**src/pkg/dpio_pkg.sv**
```systemverilog
// dpio_pkg: register map, reset values and field positions of the dual gpio port block
// assumes: an 8-bit register port on one 10 MHz clock, synchronous active-high reset
// What this block does
// three-bit port output latch resets to all ones.
// software writes latch one before using a three-bit pin as input or alternate.
// dual-clock mode gives pins one and two to the slow crystal, else plain i/o.
// pin zero falling edge sets interrupt latch even while driven as output.
// three-bit port latch and pin levels read at separate addresses.
// unimplemented bits 7 to 3 of three-bit port reads are undefined; this block reads them as zero.
// in stop mode pin zero floats regardless of global output enable.
// eight-bit port has per-bit direction (1 output) and input-control registers.
// reset: direction zeros, input control ones, data latch zero.
// data read: zero if both clear, pin if input enabled, latch if output.
// software clears direction then sets input control for digital input use.
// analog use clears both bits; cleared input control disables digital input.
// software never sets output direction on an analog pin.
// every pin feeds analog; bits 6..3 wakeup, bit 1 interrupt, bit 0 emergency.
// bit-manipulation write stores read-back pin levels into input-mode latches.
// software avoids port writes and nearby toggling during conversion.
// latch write shows on output pins in the cycle after the write.
package dpio_pkg;
  localparam int P2_WIDTH = 3;
  localparam int P3_WIDTH = 8;
  localparam int ADDR_WIDTH = 8;
  localparam int DATA_WIDTH = 8;
  // register offsets
  localparam logic [7:0] ADDR_P2_LATCH = 8'h02;
  localparam logic [7:0] ADDR_P3_DATA = 8'h03;
  localparam logic [7:0] ADDR_P3_DIR = 8'h06;
  localparam logic [7:0] ADDR_P3_ICTL = 8'h07;
  localparam logic [7:0] ADDR_P2_PIN = 8'h0a;
  localparam logic [7:0] ADDR_IRQ_STAT = 8'h10;
  localparam logic [7:0] ADDR_IRQ_MASK = 8'h11;
  localparam logic [7:0] ADDR_CTRL = 8'h12;
  // reset values
  localparam logic [2:0] RST_P2_LATCH = 3'h7;
  localparam logic [7:0] RST_P3_DATA = 8'h00;
  localparam logic [7:0] RST_P3_DIR = 8'h00;
  localparam logic [7:0] RST_P3_ICTL = 8'hff;
  localparam logic [2:0] RST_IRQ = 3'h0;
  localparam logic [1:0] RST_CTRL = 2'h2;
  // control register fields
  localparam int CTRL_DUAL_CLK = 0;
  localparam int CTRL_OUT_EN = 1;
  // interrupt status fields
  localparam int IRQ_STOP_PIN = 0;
  localparam int IRQ_INT_ZERO = 1;
  localparam int IRQ_ESTOP = 2;
  // port three alternate function bit positions
  localparam int P3_INT_ZERO_BIT = 1;
  localparam int P3_ESTOP_BIT = 0;
  localparam int P3_WAKE_LO = 3;
  localparam int P3_WAKE_HI = 6;
  localparam int SYNC_STAGES = 2;
endpackage

```
**src/design/dpio_sync.sv**
```systemverilog
// dpio_sync: two-flop synchroniser for a vector of asynchronous pin levels
// assumes: bits are independent levels; no multi-bit coherence is needed
`timescale 1ns/100ps
module dpio_sync #(
  parameter int WIDTH = 1
) (
  // clock and reset
  input  wire logic             sys_clk_i,
  input  wire logic             rst_i,
  // levels
  input  wire logic [WIDTH-1:0] async_i,
  output logic      [WIDTH-1:0] sync_o
);
  logic [WIDTH-1:0] meta_reg;

  // first stage read only by the second stage
  always_ff @(posedge sys_clk_i) begin
    if (rst_i) begin
      meta_reg <= '0;
      sync_o   <= '0;
    end else begin
      meta_reg <= async_i;
      sync_o   <= meta_reg;
    end
  end
endmodule

```
**src/design/dpio_top.sv**
```systemverilog
// dpio_top: three-bit port with crystal and stop-release pins plus eight-bit analog-capable port
// assumes: one 10 MHz clock, register master on the same clock, pins resolved by the bench
//
// The plain strobed port was chosen for this implementation.
`timescale 1ns/100ps
module dpio_top
  import dpio_pkg::*;
(
  // clock and reset
  input  wire logic                          sys_clk_i,
  input  wire logic                          rst_i,
  // register port
  input  wire logic [dpio_pkg::ADDR_WIDTH-1:0] addr_i,
  input  wire logic [dpio_pkg::DATA_WIDTH-1:0] wr_data_i,
  input  wire logic                          wr_en_i,
  input  wire logic                          rd_en_i,
  output logic      [dpio_pkg::DATA_WIDTH-1:0] rd_data_o,
  // system state
  input  wire logic                          stop_mode_i,
  // three-bit port pins
  input  wire logic [dpio_pkg::P2_WIDTH-1:0] p2_pin_i,
  output logic      [dpio_pkg::P2_WIDTH-1:0] p2_pin_o,
  output logic      [dpio_pkg::P2_WIDTH-1:0] p2_pin_oe_o,
  // eight-bit port pins
  input  wire logic [dpio_pkg::P3_WIDTH-1:0] p3_pin_i,
  output logic      [dpio_pkg::P3_WIDTH-1:0] p3_pin_o,
  output logic      [dpio_pkg::P3_WIDTH-1:0] p3_pin_oe_o,
  // alternate functions
  output logic                               slow_crystal_en_o,
  output logic                               stop_release_pin_o,
  output logic      [dpio_pkg::P3_WIDTH-1:0] analog_channel_en_o,
  output logic      [3:0]                    wakeup_input_o,
  output logic                               ext_interrupt_zero_o,
  output logic                               emergency_stop_input_o,
  // interrupt
  output logic                               irq_o
);
  import dpio_pkg::*;

  logic [P2_WIDTH-1:0] p2_latch_reg;
  logic [P2_WIDTH-1:0] p2_latch_next;
  logic [P3_WIDTH-1:0] p3_data_reg;
  logic [P3_WIDTH-1:0] p3_data_next;
  logic [P3_WIDTH-1:0] p3_dir_reg;
  logic [P3_WIDTH-1:0] p3_dir_next;
  logic [P3_WIDTH-1:0] p3_ictl_reg;
  logic [P3_WIDTH-1:0] p3_ictl_next;
  logic [1:0]          ctrl_reg;
  logic [1:0]          ctrl_next;
  logic [2:0]          irq_stat_reg;
  logic [2:0]          irq_mask_reg;
  logic [2:0]          irq_event;
  logic [P2_WIDTH-1:0] p2_sync;
  logic [P3_WIDTH-1:0] p3_sync;
  logic [P3_WIDTH-1:0] p3_digital;
  logic [P3_WIDTH-1:0] p3_read_val;
  logic                p0_level;
  logic                p0_level_reg;
  logic                ext_int_prev_reg;
  logic                estop_prev_reg;
  logic [7:0]          rd_mux;

  // pin levels cross into the clock domain before any logic sees them
  dpio_sync #(
    .WIDTH (P2_WIDTH + P3_WIDTH)
  ) u_pin_sync (
    .sys_clk_i (sys_clk_i),
    .rst_i     (rst_i),
    .async_i   ({p2_pin_i, p3_pin_i}),
    .sync_o    ({p2_sync, p3_sync})
  );

  // write decode; next values other than p3_ictl_next are also used for the pin flops
  always_comb begin
    p2_latch_next = p2_latch_reg;
    p3_data_next  = p3_data_reg;
    p3_dir_next   = p3_dir_reg;
    p3_ictl_next  = p3_ictl_reg;
    ctrl_next     = ctrl_reg;
    if (wr_en_i) begin
      unique case (addr_i)
        ADDR_P2_LATCH: p2_latch_next = wr_data_i[P2_WIDTH-1:0];
        // whole byte lands in the latch, so a read-modify-write copies pin levels into input bits
        ADDR_P3_DATA:  p3_data_next  = wr_data_i;
        ADDR_P3_DIR:   p3_dir_next   = wr_data_i;
        ADDR_P3_ICTL:  p3_ictl_next  = wr_data_i;
        ADDR_CTRL:     ctrl_next     = wr_data_i[1:0];
        default:       ;
      endcase
    end
  end

  // register storage
  always_ff @(posedge sys_clk_i) begin
    if (rst_i) begin
      p2_latch_reg <= RST_P2_LATCH;
      p3_data_reg  <= RST_P3_DATA;
      p3_dir_reg   <= RST_P3_DIR;
      p3_ictl_reg  <= RST_P3_ICTL;
      ctrl_reg     <= RST_CTRL;
    end else begin
      p2_latch_reg <= p2_latch_next;
      p3_data_reg  <= p3_data_next;
      p3_dir_reg   <= p3_dir_next;
      p3_ictl_reg  <= p3_ictl_next;
      ctrl_reg     <= ctrl_next;
    end
  end

  // three-bit port drivers: sink only, latch one releases the pin
  always_ff @(posedge sys_clk_i) begin
    if (rst_i) begin
      p2_pin_o    <= 3'h0;
      p2_pin_oe_o <= 3'h0;
    end else begin
      p2_pin_o    <= p2_latch_next;
      p2_pin_oe_o[0] <= ~p2_latch_next[0] & ctrl_next[CTRL_OUT_EN] & ~stop_mode_i;
      // crystal pins are never driven as i/o in dual-clock mode
      p2_pin_oe_o[2:1] <= ~p2_latch_next[2:1] & {2{ctrl_next[CTRL_OUT_EN] & ~ctrl_next[CTRL_DUAL_CLK]}};
    end
  end

  // eight-bit port drivers change on the same edge as the latch, in the cycle after a write
  always_ff @(posedge sys_clk_i) begin
    if (rst_i) begin
      p3_pin_o    <= 8'h00;
      p3_pin_oe_o <= 8'h00;
    end else begin
      p3_pin_o    <= p3_data_next;
      p3_pin_oe_o <= p3_dir_next & {P3_WIDTH{ctrl_next[CTRL_OUT_EN]}};
    end
  end

  // per-bit digital input path and data read value
  generate
    for (genvar i = 0; i < P3_WIDTH; i++) begin : g_p3_bit
      assign p3_digital[i]  = p3_sync[i] & p3_ictl_reg[i];
      assign p3_read_val[i] = p3_dir_reg[i] ? p3_data_reg[i] : p3_digital[i];
    end
  endgenerate

  // pin zero as the chip sees it: driven value while sinking, else the pin
  assign p0_level = p2_pin_oe_o[0] ? p2_pin_o[0] : p2_sync[0];

  // alternate-function outputs; a disabled input buffer reads low
  always_ff @(posedge sys_clk_i) begin
    if (rst_i) begin
      slow_crystal_en_o      <= 1'b0;
      stop_release_pin_o     <= 1'b0;
      analog_channel_en_o    <= 8'h00;
      wakeup_input_o         <= 4'h0;
      ext_interrupt_zero_o   <= 1'b0;
      emergency_stop_input_o <= 1'b0;
    end else begin
      slow_crystal_en_o      <= ctrl_reg[CTRL_DUAL_CLK];
      stop_release_pin_o     <= p2_sync[0];
      analog_channel_en_o    <= ~p3_dir_reg & ~p3_ictl_reg;
      wakeup_input_o         <= p3_digital[P3_WAKE_HI:P3_WAKE_LO];
      ext_interrupt_zero_o   <= p3_digital[P3_INT_ZERO_BIT];
      emergency_stop_input_o <= p3_digital[P3_ESTOP_BIT];
    end
  end

  // falling-edge history resets low, so the zero-reset synchroniser gives no false fall
  always_ff @(posedge sys_clk_i) begin
    if (rst_i) begin
      p0_level_reg     <= 1'b0;
      ext_int_prev_reg <= 1'b0;
      estop_prev_reg   <= 1'b0;
    end else begin
      p0_level_reg     <= p0_level;
      ext_int_prev_reg <= p3_digital[P3_INT_ZERO_BIT];
      estop_prev_reg   <= p3_digital[P3_ESTOP_BIT];
    end
  end

  assign irq_event[IRQ_STOP_PIN] = p0_level_reg & ~p0_level;
  assign irq_event[IRQ_INT_ZERO] = ext_int_prev_reg & ~p3_digital[P3_INT_ZERO_BIT];
  assign irq_event[IRQ_ESTOP]    = estop_prev_reg & ~p3_digital[P3_ESTOP_BIT];

  // sticky status, write one to clear; a new event beats the clear
  always_ff @(posedge sys_clk_i) begin
    if (rst_i) begin
      irq_stat_reg <= RST_IRQ;
    end else if (wr_en_i && addr_i == ADDR_IRQ_STAT) begin
      irq_stat_reg <= (irq_stat_reg & ~wr_data_i[2:0]) | irq_event;
    end else begin
      irq_stat_reg <= irq_stat_reg | irq_event;
    end
  end

  // mask register
  always_ff @(posedge sys_clk_i) begin
    if (rst_i) begin
      irq_mask_reg <= RST_IRQ;
    end else if (wr_en_i && addr_i == ADDR_IRQ_MASK) begin
      irq_mask_reg <= wr_data_i[2:0];
    end
  end

  // interrupt level, one cycle behind the status
  always_ff @(posedge sys_clk_i) begin
    if (rst_i) begin
      irq_o <= 1'b0;
    end else begin
      irq_o <= |(irq_stat_reg & irq_mask_reg);
    end
  end

  // read mux; unimplemented upper bits of the three-bit port read zero
  always_comb begin
    unique case (addr_i)
      ADDR_P2_LATCH: rd_mux = {5'h00, p2_latch_reg};
      ADDR_P2_PIN:   rd_mux = {5'h00, p2_sync};
      ADDR_P3_DATA:  rd_mux = p3_read_val;
      ADDR_P3_DIR:   rd_mux = p3_dir_reg;
      ADDR_P3_ICTL:  rd_mux = p3_ictl_reg;
      ADDR_IRQ_STAT: rd_mux = {5'h00, irq_stat_reg};
      ADDR_IRQ_MASK: rd_mux = {5'h00, irq_mask_reg};
      ADDR_CTRL:     rd_mux = {6'h00, ctrl_reg};
      default:       rd_mux = 8'h00;
    endcase
  end

  // read data stand only in the cycle after the strobe
  always_ff @(posedge sys_clk_i) begin
    if (rst_i) begin
      rd_data_o <= 8'h00;
    end else if (rd_en_i) begin
      rd_data_o <= rd_mux;
    end else begin
      rd_data_o <= 8'h00;
    end
  end
endmodule

```
**config.mk**
```make
export PLATFORM = sky130hd
export DESIGN_NAME = dpio_top
export DESIGN_NICKNAME = d
export VERILOG_FILES = /design/src/pkg/dpio_pkg.sv /design/src/design/dpio_sync.sv /design/src/design/dpio_top.sv
export SDC_FILE = /design/constraint.sdc
export NUM_CORES = 1
export LEC_CHECK = 0
export ABC_AREA = 1
export BUFFER_PORTS_ARGS = -buffer_cell sky130_fd_sc_hd__buf_2
export CAP_MARGIN = 20
export CORE_ASPECT_RATIO = 1.25
export CORE_MARGIN = 2
export CORE_UTILIZATION = 40
export CTS_CLUSTER_DIAMETER = 200
export DETAILED_ROUTE_END_ITERATION = 16
export HOLD_SLACK_MARGIN = 0.15
export PLACE_DENSITY = 0.61
export SYNTH_ARGS = -nofsm -noshare
export SYNTH_HDL_FRONTEND = slang
export SYNTH_SLANG_ARGS = --single-unit
```
**constraint.sdc**
```tcl
create_clock -name sys_clk_i -period 1.9 [get_ports sys_clk_i]
set_input_delay 0.38 -clock sys_clk_i [delete_from_list [all_inputs] [get_ports sys_clk_i]]
set_output_delay 0.38 -clock sys_clk_i [all_outputs]
set_load 0.02 [all_outputs]
```
==> impl_metrics.csv <==
group,metric,value,unit
status,outcome,"finished, final reports clean",
clock_tree,ctsHoldBuffers,0,
synthesis,syn_inst,469,
global_route,grt_max_degree,47,
global_route,gr-total-overflow,0,
timing,post-route-period-util,71.67,%
finish,drive_above_1_share,24.19,%
synthesis,avgSynthCellArea,7.905,µm²
setup_path,endpoint_kind,"flip-flop",
floorplan,die_h,111.6,µm
setup_path,r2r_start,"p3_ictl_reg[0]$_SDFFE_PP1P_",
setup_path,arrival,1.65,ns
timing,fin_skew,0.006572,ns
synthesis,synth_seq_cells,97,
timing,tightest_slew,0.5131,ns
synthesis,synth.largest_area_cell,"dfxtp_1",
clock_tree,clockRootBuffer,"clkbuf_16",
synthesis,ys_types,24,
power,leakagePower,0.002436,µW
detailed_routing,drcViolationCount,0,
finish,num-fill-cells,933,
timing,grt_setup_unrepaired,"false",
floorplan,ios,79,
place,port_buffers,78,
timing,fin_ws,0.5382,ns
global_route,antenna_found_initial,0,
timing,max_clock_freq,734.3,MHz
detailed_routing,ant_nets,0,
finish,nets,585,
floorplan,die_w,90.11,µm
worst_hold_path,min_from,"p3_pin_i[5]",
power,max-vdd-ir-drop,459.4,µV
floorplan,core,9076,µm²
setup_path,criticalPathCategory,"input port to flip-flop",
finish,area_growth,22.34,%
clock_tree,clock-sinks,97,
timing,slew_viol_final,0,
synthesis,synth_area,3707,µm²
synthesis,syn-num-nets,501,
clock_tree,ctsHtreeMaxLevel,3,
setup_path,path_max_fanout,19,
detailed_routing,drt-total-wl,8836,µm
synthesis,ys_seq_area_share,52.38,%
detailed_routing,wire_per_inst,12.98,µm
setup_path,start_kind,"input port",
setup_path,crit_path_start,"addr_i[6]",
detailed_routing,drtIter0Drc,170,
clock_tree,clkSlewWorstSetupHoldPaths,0.07,ns
global_route,gr-usage-all-layers,18.56,%
clock_tree,cts_buffers,9,
synthesis,synthTopCellsByArea,"dfxtp_1, nand2_1, nor2_1",
detailed_routing,vias,3108,
clock_tree,clock_latency,0.35,ns
synthesis,ys_warn_count,0,
detailed_routing,vias_per_cell,4.564,
clock_tree,postCtsResizedCells,0,
place,dp_slack,0.1762,ns
power,power_density,910.0,nW/µm²
clock_tree,tritoncts,"yes",
worst_hold_path,hold_class,"input port to flip-flop",
timing,setup_tns,0,ns
clock_tree,cts_buffer_depth,2,
timing,fin_crit,1.362,ns
floorplan,die_area,10060,µm²
timing,slew_headroom,65.76,%
place,place_congestion,0.8730,
detailed_routing,dr.pass1.iters,4,
timing,setup_viol,0,
flow_run,maxCapViolCount,0,
synthesis,synth_top_cell_area_share,52.38,%
setup_path,required,2.18,ns
global_route,grt_pass1_wl,14720,µm
floorplan,start_util,40.85,%
global_route,grt_pass1_vias,3012,
floorplan,row_count,39,
timing,hold_viol,0,
place,post-dp-hpwl,6461,µm
clock_tree,cts_setup_buffers,0,
finish,insertedDiodeCount,0,
## Yosys cell counts, drive strengths merged
cell    instances
a21oi          23
buf             5
dfxtp          97
nor3           11
inv            71
nand3          41
clkbuf          7
o21ai          18
nand2         104
nor2           83
o211ai          9
## worst paths after layout
check / end / slack (ns) / cells after the start
max: p3_pin_oe_o[3]$_SDFF_PP0_ / 0.54 / 10
min: u_pin_sync.meta_reg[5]$_SDFF_PP0_ / 0.23 / 3
max reg2reg: rd_data_o[0]$_SDFF_PP0_ / 0.76 / 6
min reg2reg: u_pin_sync.sync_o[9]$_SDFF_PP0_ / 0.40 / 2
## where the power goes
part	switching (µW)	internal, µW
clock	808	1030
sequential	13.6	2070
combinational	139	66.9
## metal layers
layer | global-route usage [%] | up-vias | wire length, µm | share of wire [%]
li1 | - | 1616 | - | -
met1 | 24.17 | 1404 | 4133 | 47
met2 | 28.87 | 76 | 4105 | 46
met3 | 4.330 | 12 | 406 | 4.6
met4 | 9.436 | 0 | 191 | 2.2
met5 | 0 | - | 0 | 0
## area by class of cell
class | count | area [µm²] | share of cell area [%]
multi-input combinational | 289 | 1424 | 31.39
timing repair buffer | 85 | 442.9 | 9.766
tap | 123 | 153.9 | 3.393
clock buffer | 9 | 225.2 | 4.966
sequential | 97 | 1942 | 42.81
clock inverter | 7 | 78.83 | 1.738
inverter | 71 | 269.0 | 5.931
## stage by stage
stage / instances / total power [µW] / instance area (µm²) / utilization (%) / hold WS [ns]
after floorplan: 469 / 2249 / 3707 / - / 0.3883
after global placement: 665 / 2332 / 4232 / 46.62 / 0.3899
after detailed placement: 665 / 2334 / 4232 / 46.62 / 0.3952
after CTS: 681 / 4177 / 4536 / 49.97 / 0.2190
after global routing: 681 / 4273 / 4536 / 49.97 / 0.2299
final: 681 / 4127 / 4536 / 49.97 / 0.2286
## critical path, stage by stage
cell	delay, ns
buf_2	0.10
inv_1	0.06
nand2_2	0.10
nor2_8	0.32
nand2_4	0.16
nor2_8	0.19
inv_4	0.08
nand2_1	0.06
nand3_1	0.08
nor2_1	0.12
## cells in the final DEF (no fill, tap or decap), drive strengths merged, types with 2 or more instances in the layout
master    instances
clkinvlp          2
dfxtp            97
nand2           104
nand3            41
buf              85
nor2             83
a21oi            23
clkbuf            9
clkinv            2
nor3             11
inv              73
o21ai            18
o211ai            9
## cell families after synthesis
group                  count (synthesis)  synth area share [%]
AOI/OAI and AO/OA                     50                 7.459
and+or+nand+nor                      239                 30.95
buffers and inverters                 83                 9.214
DFF                                   97                 52.38
No activity file was read; power rests on OpenSTA's default activity.
